==> config.mk <==
export PLATFORM = sky130hd
export DESIGN_NAME = slot_hotplug_config
export DESIGN_NICKNAME = d
export VERILOG_FILES = /design/src/slot_hotplug_pkg.sv /design/src/slot_hotplug_config.sv
export SDC_FILE = /design/constraint.sdc
export NUM_CORES = 1
export LEC_CHECK = 0
export ABC_AREA = 1
export ABC_CLOCK_PERIOD_IN_PS = 2180
export BUFFER_PORTS_ARGS = -buffer_cell sky130_fd_sc_hd__buf_2
export CAP_MARGIN = 0
export CORE_UTILIZATION = 40
export CTS_CLUSTER_SIZE = 20
export DETAILED_ROUTE_END_ITERATION = 10
export SLEW_MARGIN = 20
export SYNTH_ARGS = -nofsm -noshare
export SYNTH_HDL_FRONTEND = slang
export SYNTH_SLANG_ARGS = --single-unit
==> constraint.sdc <==
create_clock -name clock -period 2.18 [get_ports clock]
set_input_delay 0.109 -clock clock [delete_from_list [all_inputs] [get_ports clock]]
set_output_delay 0.109 -clock clock [all_outputs]
set_load 0.02 [all_outputs]
==> src/slot_hotplug_pkg.sv <==
/*
 * constants, register map and state codes for the slot hot-plug
 * configuration block.
 * assumes a 100 MHz core clock and 12-bit axi4-lite byte addresses.
 */
`default_nettype none
package slot_hotplug_pkg;
    localparam int          ADDR_W        = 12;
    localparam logic [11:0] OFF_CONTROL   = 12'h408;
    localparam logic [11:0] OFF_SCRATCH   = 12'h40c;
    localparam logic [11:0] OFF_FUNC      = 12'h418;
    localparam logic [11:0] OFF_STATUS    = 12'h440;
    localparam int          BIT_AUTO_OFF  = 11;
    localparam int          BIT_LOCK_MODE = 12;
    localparam int          BIT_TOGGLE    = 13;
    localparam int          MODE_LSB      = 14;
    localparam int          P2R_LSB       = 16;
    localparam int          R2P_LSB       = 24;
    localparam logic [31:0] CTL_RESET     = 32'h1414_0800;
    localparam logic [31:0] STICKY_MASK   = 32'hffff_f9ff;
    localparam logic [31:0] SCRATCH_RESET = 32'h0000_0000;
    localparam logic [1:0]  MODE_GOOD     = 2'h1;
    localparam logic [1:0]  MODE_HOT      = 2'h2;
    localparam logic [1:0]  RESP_OKAY     = 2'h0;
    localparam logic [1:0]  RESP_SLVERR   = 2'h2;
    localparam int          CLOCK_NS      = 10;
    localparam int          TICK_NS       = 10_000_000;
    localparam int          PULSE_NS      = 125_000_000;
    localparam int          TICK_CYCLES   = TICK_NS / CLOCK_NS;
    localparam int          PULSE_CYCLES  = PULSE_NS / CLOCK_NS;
    localparam int          TICK_W        = 24;
    localparam int          PULSE_W       = 27;
    typedef enum logic [3:0] {
        SLOT_OFF   = 4'b0001,
        SLOT_RAMP  = 4'b0010,
        SLOT_ON    = 4'b0100,
        SLOT_DRAIN = 4'b1000
    } slot_state_e;
endpackage : slot_hotplug_pkg
`default_nettype wire

==> src/slot_hotplug_config.sv <==
/*
 * slot hot-plug configuration: register bank on axi4-lite, pin polarity,
 * slot power and reset sequencing, interlock drive, gpio function mux.
 * assumes pins are asynchronous, core signals and hot_reset are on clock.
 */
`timescale 1ns/1ps
`default_nettype none
module slot_hotplug_config
    import slot_hotplug_pkg::*;
#(
    parameter int PORTS         = 2,
    parameter int GPIO_PINS     = 16,
    parameter int TICK_CYCLES_P = TICK_CYCLES,
    parameter int PULSE_CYCLES_P = PULSE_CYCLES
) (
    input  wire logic                 clock,
    input  wire logic                 rst_b,
    input  wire logic                 hot_reset,
    input  wire logic [ADDR_W-1:0]    awaddr,
    input  wire logic                 awvalid,
    output logic                      awready,
    input  wire logic [31:0]          wdata,
    input  wire logic [3:0]           wstrb,
    input  wire logic                 wvalid,
    output logic                      wready,
    output logic [1:0]                bresp,
    output logic                      bvalid,
    input  wire logic                 bready,
    input  wire logic [ADDR_W-1:0]    araddr,
    input  wire logic                 arvalid,
    output logic                      arready,
    output logic [31:0]               rdata,
    output logic [1:0]                rresp,
    output logic                      rvalid,
    input  wire logic                 rready,
    input  wire logic [PORTS-1:0]     attention_button_in,
    input  wire logic [PORTS-1:0]     presence_detect_in,
    input  wire logic [PORTS-1:0]     power_fault_in,
    input  wire logic [PORTS-1:0]     retention_latch_in,
    input  wire logic [PORTS-1:0]     slot_power_good_in,
    output logic [PORTS-1:0]          attention_indicator_out,
    output logic [PORTS-1:0]          power_indicator_out,
    output logic [PORTS-1:0]          slot_power_enable_out,
    output logic [PORTS-1:0]          interlock_out,
    output logic [PORTS-1:0]          port_reset_out_b,
    input  wire logic [PORTS-1:0]     attention_on,
    input  wire logic [PORTS-1:0]     power_led_on,
    input  wire logic [PORTS-1:0]     power_controller_control,
    input  wire logic [PORTS-1:0]     latch_present_cap,
    input  wire logic [PORTS-1:0]     interlock_command,
    output logic [PORTS-1:0]          button_pressed,
    output logic [PORTS-1:0]          card_present,
    output logic [PORTS-1:0]          power_fault,
    output logic [PORTS-1:0]          latch_open,
    output logic [PORTS-1:0]          lock_engaged,
    output logic [PORTS-1:0]          power_good,
    input  wire logic [GPIO_PINS-1:0] gpio_out,
    input  wire logic [GPIO_PINS-1:0] gpio_oe,
    input  wire logic [GPIO_PINS-1:0] alt_out,
    input  wire logic [GPIO_PINS-1:0] alt_oe,
    output logic [GPIO_PINS-1:0]      pin_out,
    output logic [GPIO_PINS-1:0]      pin_oe
);

    // ------------------------------------------------------------
    // state
    // ------------------------------------------------------------
    typedef struct packed {
        logic                          awready;
        logic                          wready;
        logic                          bvalid;
        logic [1:0]                    bresp;
        logic                          arready;
        logic                          rvalid;
        logic [1:0]                    rresp;
        logic [31:0]                   rdata;
        logic                          aw_have;
        logic                          w_have;
        logic [ADDR_W-1:0]             aw_addr;
        logic [31:0]                   w_data;
        logic [3:0]                    w_strb;
        logic [31:0]                   ctl;
        logic [31:0]                   scratch;
        logic [GPIO_PINS-1:0]          func;
        logic [5*PORTS-1:0]            sync1;
        logic [5*PORTS-1:0]            sync2;
        logic [PORTS-1:0]              button;
        logic [PORTS-1:0]              presence;
        logic [PORTS-1:0]              fault;
        logic [PORTS-1:0]              latch_open;
        logic [PORTS-1:0]              lock;
        logic [PORTS-1:0]              good;
        logic [PORTS-1:0]              attn_o;
        logic [PORTS-1:0]              led_o;
        logic [PORTS-1:0]              pwr_o;
        logic [PORTS-1:0]              ilock_o;
        logic [PORTS-1:0]              rst_o_b;
        logic [PORTS-1:0]              pwr_en;
        logic [PORTS-1:0]              ilock;
        slot_state_e [PORTS-1:0]       st;
        logic [PORTS-1:0][7:0]         delay;
        logic [PORTS-1:0][PULSE_W-1:0] pulse;
        logic [TICK_W-1:0]             tick_cnt;
        logic                          tick;
        logic [GPIO_PINS-1:0]          pin_o;
        logic [GPIO_PINS-1:0]          pin_oe;
    } state_s;

    state_s            s_reg;
    state_s            s_next;
    logic              wr_fire;
    logic [ADDR_W-1:0] wr_addr;
    logic [31:0]       wr_data;
    logic [3:0]        wr_strb;
    logic [PORTS-1:0]  kill;

    function automatic logic [31:0] merge(
        input logic [31:0] old,
        input logic [31:0] data,
        input logic [3:0]  strb
    );
        logic [31:0] r;
        r = old;
        for (int b = 0; b < 4; b++) begin
            if (strb[b]) begin
                r[8*b +: 8] = data[8*b +: 8];
            end
        end
        return r;
    endfunction : merge

    assign kill = {PORTS{s_reg.ctl[BIT_AUTO_OFF]}} & latch_present_cap
                  & s_reg.latch_open;

    // ------------------------------------------------------------
    // next state
    // ------------------------------------------------------------
    always_comb begin
        logic [1:0]  mode;
        logic        want;
        logic        stable;
        logic [31:0] rd;
        logic        rd_ok;
        s_next  = s_reg;
        mode    = s_reg.ctl[MODE_LSB +: 2];
        want    = 1'b0;
        stable  = 1'b0;
        rd      = 32'h0000_0000;
        rd_ok   = 1'b1;
        wr_fire = 1'b0;

        // write channel: address and data taken in either order
        if (s_reg.bvalid && bready) begin
            s_next.bvalid = 1'b0;
        end
        if (s_reg.awready && awvalid) begin
            s_next.aw_have = 1'b1;
            s_next.aw_addr = awaddr;
        end
        if (s_reg.wready && wvalid) begin
            s_next.w_have = 1'b1;
            s_next.w_data = wdata;
            s_next.w_strb = wstrb;
        end
        wr_addr = {s_next.aw_addr[ADDR_W-1:2], 2'b00};
        wr_data = s_next.w_data;
        wr_strb = s_next.w_strb;
        if (s_next.aw_have && s_next.w_have && !s_next.bvalid) begin
            wr_fire        = 1'b1;
            s_next.aw_have = 1'b0;
            s_next.w_have  = 1'b0;
            s_next.bvalid  = 1'b1;
            s_next.bresp   = RESP_OKAY;
            case (wr_addr)
                OFF_CONTROL: s_next.ctl = merge(s_reg.ctl, wr_data, wr_strb);
                OFF_SCRATCH: begin
                    s_next.scratch = merge(s_reg.scratch, wr_data, wr_strb);
                end
                OFF_FUNC: begin
                    s_next.func = GPIO_PINS'(merge(32'(s_reg.func),
                                                   wr_data, wr_strb));
                end
                OFF_STATUS: s_next.bresp = RESP_SLVERR;
                default:    s_next.bresp = RESP_SLVERR;
            endcase
        end
        s_next.awready = !s_next.aw_have && !s_next.bvalid;
        s_next.wready  = !s_next.w_have && !s_next.bvalid;

        // read channel
        case ({araddr[ADDR_W-1:2], 2'b00})
            OFF_CONTROL: rd = s_reg.ctl;
            OFF_SCRATCH: rd = s_reg.scratch;
            OFF_FUNC:    rd = 32'(s_reg.func);
            OFF_STATUS: begin
                for (int i = 0; i < PORTS; i++) begin
                    rd[8*i +: 8] = {s_reg.st[i], s_reg.good[i],
                                    s_reg.ilock[i], s_reg.rst_o_b[i],
                                    s_reg.pwr_en[i]};
                end
            end
            default: rd_ok = 1'b0;
        endcase
        if (s_reg.rvalid && rready) begin
            s_next.rvalid = 1'b0;
        end
        if (s_reg.arready && arvalid) begin
            s_next.rvalid = 1'b1;
            s_next.rdata  = rd;
            s_next.rresp  = rd_ok ? RESP_OKAY : RESP_SLVERR;
        end
        s_next.arready = !s_next.rvalid;

        // ------------------------------------------------------------
        // pin inputs
        // ------------------------------------------------------------
        s_next.sync1 = {slot_power_good_in, retention_latch_in,
                        power_fault_in, presence_detect_in,
                        attention_button_in};
        s_next.sync2 = s_reg.sync1;
        s_next.button   = ~s_reg.sync2[0 +: PORTS] ^ {PORTS{s_reg.ctl[0]}};
        s_next.presence = ~s_reg.sync2[PORTS +: PORTS]
                          ^ {PORTS{s_reg.ctl[1]}};
        s_next.fault    = ~s_reg.sync2[2*PORTS +: PORTS]
                          ^ {PORTS{s_reg.ctl[2]}};
        s_next.good     = ~s_reg.sync2[4*PORTS +: PORTS]
                          ^ {PORTS{s_reg.ctl[8]}};
        if (s_reg.ctl[BIT_LOCK_MODE]) begin
            s_next.lock       = ~s_reg.sync2[3*PORTS +: PORTS]
                                ^ {PORTS{s_reg.ctl[3]}};
            s_next.latch_open = '0;
        end else begin
            s_next.latch_open = ~s_reg.sync2[3*PORTS +: PORTS]
                                ^ {PORTS{s_reg.ctl[3]}};
            s_next.lock       = '0;
        end

        // ------------------------------------------------------------
        // ten millisecond tick
        // ------------------------------------------------------------
        // tick divider
        s_next.tick = 1'b0;
        if (s_reg.tick_cnt >= TICK_W'(TICK_CYCLES_P - 1)) begin
            s_next.tick_cnt = '0;
            s_next.tick     = 1'b1;
        end else begin
            s_next.tick_cnt = s_reg.tick_cnt + TICK_W'(1);
        end

        // ------------------------------------------------------------
        // per-port power, reset and interlock
        // ------------------------------------------------------------
        for (int i = 0; i < PORTS; i++) begin
            want   = !power_controller_control[i] && !kill[i];
            // stable follows good only in good mode; delay is +-1 tick
            stable = (mode == MODE_GOOD) ? s_reg.good[i] : 1'b1;
            case (s_reg.st[i])
                SLOT_OFF: begin
                    if (want) begin
                        s_next.st[i]    = SLOT_RAMP;
                        s_next.delay[i] = s_reg.ctl[P2R_LSB +: 8];
                    end
                end
                SLOT_RAMP: begin
                    if (!want) begin
                        s_next.st[i]    = SLOT_DRAIN;
                        s_next.delay[i] = s_reg.ctl[R2P_LSB +: 8];
                    end else if (!stable) begin
                        s_next.delay[i] = s_reg.ctl[P2R_LSB +: 8];
                    end else if (s_reg.delay[i] == 8'h00) begin
                        s_next.st[i] = SLOT_ON;
                    end else if (s_reg.tick) begin
                        s_next.delay[i] = s_reg.delay[i] - 8'h01;
                    end
                end
                SLOT_ON: begin
                    if (!want) begin
                        s_next.st[i]    = SLOT_DRAIN;
                        s_next.delay[i] = s_reg.ctl[R2P_LSB +: 8];
                    end
                end
                SLOT_DRAIN: begin
                    if (s_reg.delay[i] == 8'h00) begin
                        s_next.st[i] = SLOT_OFF;
                    end else if (s_reg.tick) begin
                        s_next.delay[i] = s_reg.delay[i] - 8'h01;
                    end
                end
                default: s_next.st[i] = SLOT_OFF;
            endcase
            s_next.pwr_en[i] = (s_next.st[i] != SLOT_OFF);
            if (mode == MODE_HOT) begin
                s_next.rst_o_b[i] = !hot_reset;
            end else begin
                s_next.rst_o_b[i] = (s_next.st[i] == SLOT_ON);
            end
            if (s_reg.ctl[BIT_TOGGLE]) begin
                s_next.pulse[i] = '0;
                if (interlock_command[i]) begin
                    s_next.ilock[i] = !s_reg.ilock[i];
                end
            end else if (interlock_command[i]) begin
                s_next.pulse[i] = PULSE_W'(PULSE_CYCLES_P - 1);
                s_next.ilock[i] = 1'b1;
            end else if (s_reg.pulse[i] != '0) begin
                s_next.pulse[i] = s_reg.pulse[i] - PULSE_W'(1);
                s_next.ilock[i] = 1'b1;
            end else begin
                s_next.ilock[i] = 1'b0;
            end
        end

        if (hot_reset) begin
            s_next.ctl     = s_next.ctl & STICKY_MASK;
            s_next.scratch = SCRATCH_RESET;
            s_next.ilock   = '0;
            s_next.pulse   = '0;
        end

        // ------------------------------------------------------------
        // pin outputs
        // ------------------------------------------------------------
        // attention led polarity
        s_next.attn_o  = ~(attention_on ^ {PORTS{s_reg.ctl[4]}});
        s_next.led_o   = ~(power_led_on ^ {PORTS{s_reg.ctl[5]}});
        s_next.pwr_o   = s_next.pwr_en ^ {PORTS{s_reg.ctl[6]}};
        s_next.ilock_o = s_next.ilock ^ {PORTS{s_reg.ctl[7]}};
        s_next.pin_o   = (s_reg.func & alt_out) | (~s_reg.func & gpio_out);
        s_next.pin_oe  = (s_reg.func & alt_oe) | (~s_reg.func & gpio_oe);
    end

    always_ff @(posedge clock or negedge rst_b) begin
        if (!rst_b) begin
            s_reg         <= '0;
            s_reg.ctl     <= CTL_RESET;
            s_reg.scratch <= SCRATCH_RESET;
            s_reg.st      <= {PORTS{SLOT_OFF}};
            s_reg.attn_o  <= '1;
            s_reg.led_o   <= '1;
        end else begin
            s_reg <= s_next;
        end
    end

    assign awready                 = s_reg.awready;
    assign wready                  = s_reg.wready;
    assign bvalid                  = s_reg.bvalid;
    assign bresp                   = s_reg.bresp;
    assign arready                 = s_reg.arready;
    assign rvalid                  = s_reg.rvalid;
    assign rdata                   = s_reg.rdata;
    assign rresp                   = s_reg.rresp;
    assign attention_indicator_out = s_reg.attn_o;
    assign power_indicator_out     = s_reg.led_o;
    assign slot_power_enable_out   = s_reg.pwr_o;
    assign interlock_out           = s_reg.ilock_o;
    assign port_reset_out_b        = s_reg.rst_o_b;
    assign button_pressed          = s_reg.button;
    assign card_present            = s_reg.presence;
    assign power_fault             = s_reg.fault;
    assign latch_open              = s_reg.latch_open;
    assign lock_engaged            = s_reg.lock;
    assign power_good              = s_reg.good;
    assign pin_out                 = s_reg.pin_o;
    assign pin_oe                  = s_reg.pin_oe;

    // ------------------------------------------------------------
    // checks
    // ------------------------------------------------------------
    logic [1:0] up_cnt;
    always_ff @(posedge clock or negedge rst_b) begin
        if (!rst_b) begin
            up_cnt <= 2'h0;
        end else if (up_cnt != 2'h3) begin
            up_cnt <= up_cnt + 2'h1;
        end
    end
endmodule : slot_hotplug_config
`default_nettype wire

; ---- Yosys cells after proc, flatten, opt, wreduce, memory -nomap -nowiden
; Index checks and enable logic that the tools add are counted.
[totals]
elab_cells = 232
in_bits = 152
register_bits = 352
[op_classes]
n_eq_ne = 25
n_lt_le_gt_ge = 1
reduce_logical = 49
n_bitwise = 25
addsub = 5
mux = 80
[op_table]
columns = op, count
row1 = two-way mux 8 bit, 22
row2 = two-way mux 27 bit, 6
row3 = two-way mux 80 bit, 1
row4 = equality test 10 x 9 -> 1 bit (second input constant), 7
row5 = AND 16 bit, 4
row6 = two-way mux 32 bit, 2
row7 = case mux 16 bit (4 select lines), 1
row8 = case mux 8 bit (4 select lines), 2
row9 = two-way mux 54 bit, 1
row10 = nonzero test 27 bit, 2
row11 = subtractor 27 x 1 -> 27 bit (second input constant), 2
row12 = two-way mux 4 bit, 13
row13 = two-way mux 43 bit, 1
row14 = two-way mux 36 bit, 1
row15 = two-way mux 35 bit, 1
row16 = bitwise OR 16 bit, 2
row17 = case mux 16 bit (2 select lines), 1
row18 = case mux 4 bit (4 select lines), 2
row19 = AND reduction 3 bit, 9
row20 = adder 24 x 1 -> 24 bit (second input constant), 1
row21 = >= comparator 24 x 20 -> 1 bit (second input constant), 1
row22 = two-way mux 24 bit, 1
row23 = two-way mux 1 bit, 18
row24 = XOR 2 bit, 9
row25 = other kinds (23), 75

; ---- Depth between registers and ports, before layout
[logic_depth]
depth_word = 8
depth_mapped = 13
mapped_depth_nobuf = 12

; ---- Worst setup path before layout
; No wires, ideal clock.
[synth_path]
kind = reg-to-reg
start = reg s_reg, in the netlist awready
end = reg s_reg[230] in the netlist's numbering
path_stages_with_launch = 11
synth_period_minus_slack_ps = 1947
path_buffers = 2
t_arrival_ps = 1830
slack_ps = 233
cell_sequence = dfrtp_1 > nand2_2 > buf_6 > buf_8 > nand2_1 > o21ai_1 > nand2_1 > nor3_4 > nand3_4 > nand2_1 > nand2_1
[synth_between]
elab_chain_len = 6
elab_cells_between_ends = 9
[synth_lines]
columns = element, line_no
row1 = from (decl), slot_hotplug_config.sv:109  ; state_s s_reg;
row2 = from (signal assigned), slot_hotplug_config.sv:341  ; s_reg <= s_next;
row3 = logical AND 1 bit *, slot_hotplug_config.sv:156  ; if (s_reg.awready && awvalid) begin
row4 = two-way mux 12 bit or two-way mux 1 bit (tied branches), slot_hotplug_config.sv:156
row5 = equality test 10 x 9 -> 1 bit or logical AND 1 bit (tied branches), "slot_hotplug_config.sv:174, slot_hotplug_config.sv:168"
row6 = two-way mux 32 bit or logical AND 1 bit (tied branches), "slot_hotplug_config.sv:174, slot_hotplug_config.sv:168"
row7 = two-way mux 80 bit *, slot_hotplug_config.sv:168  ; if (s_next.aw_have && s_next.w_have && !s_next.bvalid) begin
row8 = two-way mux 43 bit *, slot_hotplug_config.sv:313  ; if (hot_reset) begin
; Every way passes the cells marked *; elsewhere a longest branch is shown, timed or not. The select of a mux whose other input is x is not followed.
; A chain may end at the register's enable or synchronous reset.

==> metrics <==
vias per cell=~5.0; area share of the largest cell type after synthesis=a little under half; final hold violations=0; Worst setup startpoint=awready$_DFF_PN0_; cell leakage power=about 11 nW; number of DRC violations after detailed-routing iteration 0=between 1000 and 1500; # Max-Cap Violations=0; dpl ws=around 0.069 ns; Clk Latency, worst-skew pair=0.57 ns; first-pass GRT wire length=81300 um; RD Place Congestion=roughly 0.96; max FFs per register=245; CTS tree=done; Initial Utilization=between 40% and 50%; Setup TNS Final=0 ns; WP data required=2.58 ns; Vias=15500; fmax=498 MHz; leading post-synthesis cells by cell area=dfrtp_1 (48%), nand2_1 (10%), nor2_1 (6.3%); register area share after synthesis=49.4%; Post-synth EDFFs=0; Worst R2R Setup Slack=0.17 ns; vias in the first global route=between 15000 and 20000; Yosys reg bits=348; Worst slew margin=about 47%; top-count cell post-synth=nand2_1; worst slew pin tran=between 0.7 and 0.8 ns; Max Root-Sink Buffers=3; clk_skew=0.0217 ns; Fill cells=4103; CTS buffer count=40; drt drc=0; ys flop type=dfrtp_1; total wire length=51700 um; crit path max fanout=16; FF-to-FF Start=awready$_DFF_PN0_; fin worst setup slack=0.171 ns; Post-Syn Instances=2176; CP arrival=2.41 ns; die height=roughly 210 um; Async SR Flop Fraction=between 90% and 100%; clock sink count=348; port bufs=240; PwrDens=around 920 mW/mm^2; total chip power=between 20 and 25 mW; Synth top cells by count=nand2_1 (481), dfrtp_1 (337), nor2_1 (297), inv_1 (207), nand3_1 (207); Cell Area, Synth=roughly 0.018 mm^2; crit start category=register; Setup Crit Path Kind=reg -> reg; Max rail drop VDD=0.643 mV; DP Wirelength=36900 um; Crit. End Element=register; CTS clock-pin slew for the worst setup and hold paths=roughly 0.050 ns; HP Class=in -> reg; Die ar.=approximately 0.045 mm^2; initial antenna violation count=5; final setup violation count=0; gr usage total=around a quarter; Slew Viols, Final=0; Mapped Avg Cell Area=8.11 um^2; die width=212 um; Warnings, synthesis=0; First-pass DRT Iterations=5; hold wc startpoint=awvalid; Root Driver=clkbuf_16; FP Rows=76; outcome=completed; Netlist cell types=45; layout net count=2675; share of cells above drive strength 1=19.6%; P&R area growth vs syn=24.8%; unrepaired setup endpoints after global routing=false; DRT antenna net count=0; H-tree depth=2; CORE AREA=between 0.04 and 0.05 mm^2; largest net degree at the start of global routing=86; grt total ovfl=0; # IOs=~250; Tcrit/Tclk final=92.2%; area leader, netlist=dfrtp_1; wire per inst=16.5 um; crit path time final=roughly 2 ns
## area by class of cell
class | count | area (um^2) | area share [%]
inverter | 210 | 788 | 3.58
sequential | 348 | 8720 | 39.6
clock inverter | 13 | 155 | 0.704
antenna | 2 | 5.00 | 0.0227
tap | 585 | 732 | 3.32
timing repair buffer | 447 | 3210 | 14.6
multi-input combinational | 1468 | 7240 | 32.9
clock buffer | 61 | 1170 | 5.32
## layer usage
layer / wire length [um] / track usage [%]
met5: 34 / 0
met4: 1540 / 8.50
met1: 24500 / 33.1
met3: 3630 / 4.56
met2: 22000 / 35.0
## report_power, final
group / leakage (nW) / total [mW] / internal (mW) / switching [mW]
Clock: 0.654 / 6.81 / 4.07 / 2.73
Sequential: 4.43 / 7.73 / 7.33 / 0.403
Combinational: 6.05 / 5.78 / 2.01 / 3.78
Total: 11.1 / 20.3 / 13.4 / 6.92
## kinds of logic (layout without fill, tap and decap cells)
group	Yosys count	count (layout)	synth area share, %
AOI/OAI and AO/OA	188	188	5.71
DFF	348	348	49.4
and+or+nand+nor	1181	1182	29.6
xor gates and xnor gates	52	52	2.58
other	1	8	0.0213
muxes	32	32	2.04
adders and majority gates	8	8	0.567
buffers and inverters	366	731	10.0
## path summary, 6_finish.rpt
| kind | end | depth (start not counted) |
|---|---|---|
| setup / recovery | s_reg[195]$_DFFE_PN0P_ | 10 |
| hold / removal | s_reg[304]$_DFF_PN0_ | 5 |
| setup reg to reg | s_reg[195]$_DFFE_PN0P_ | 10 |
| hold reg to reg | s_reg[165]$_DFF_PN0_ | 0 |
| max in group asynchronous | s_reg[131]$_DFF_PN1_ | 3 |
| min in group asynchronous | s_reg[84]$_DFFE_PN0P_ | 2 |
## what timing repair did
action	4_1_cts	5_1_grt
hold endpoints to repair	313	0
setup buffers	0	1
hold buffers	129	0
gates resized for setup	0	12
setup endpoints to repair	0	40
## worst max-delay path, stage by stage, from the launching register on
cell,delay (ns)
dfrtp_1,0.38
nand2_4,0.11
buf_4,0.19
nand2_1,0.06
nand2_1,0.06
nor2_1,0.23
nand2_1,0.11
nor2_2,0.27
nand3_4,0.25
nand2_1,0.11
o21ai_1,0.07
## stage by stage
stage	instances	hold slack (ns)	util, %	cell area (um^2)
6_report	3134	0.0287	50.9	22000
5_1_grt	3132	0.0386	50.9	22000
4_1_cts	3130	0.0137	50.7	22000
3_5_place_dp	2927	0.104	44.7	19300
3_3_place_gp	2927	0.100	44.7	19300
2_1_floorplan	2181	-0.187	-	17700
## cell usage in the layout, fill, tap and decap left out, types with 8 or more instances in the layout
master / instances
clkbuf_1: 13
nand2_1: 478
clkbuf_16: 41
dfstp_2: 11
buf_4: 67
xor2_1: 33
nor3_1: 34
or2_2: 41
dfrtp_1: 337
ha_1: 8
a21oi_1: 47
inv_1: 206
dlygate4sd3_1: 129
nor2_1: 294
o21ai_0: 97
nand3_1: 206
buf_2: 239
o21ai_1: 18
a21o_1: 11
mux2_2: 32
xnor2_1: 19
buf_12: 9
nand4_1: 83
nand2_2: 8
Note: power is estimated with default switching activity, not from simulation.
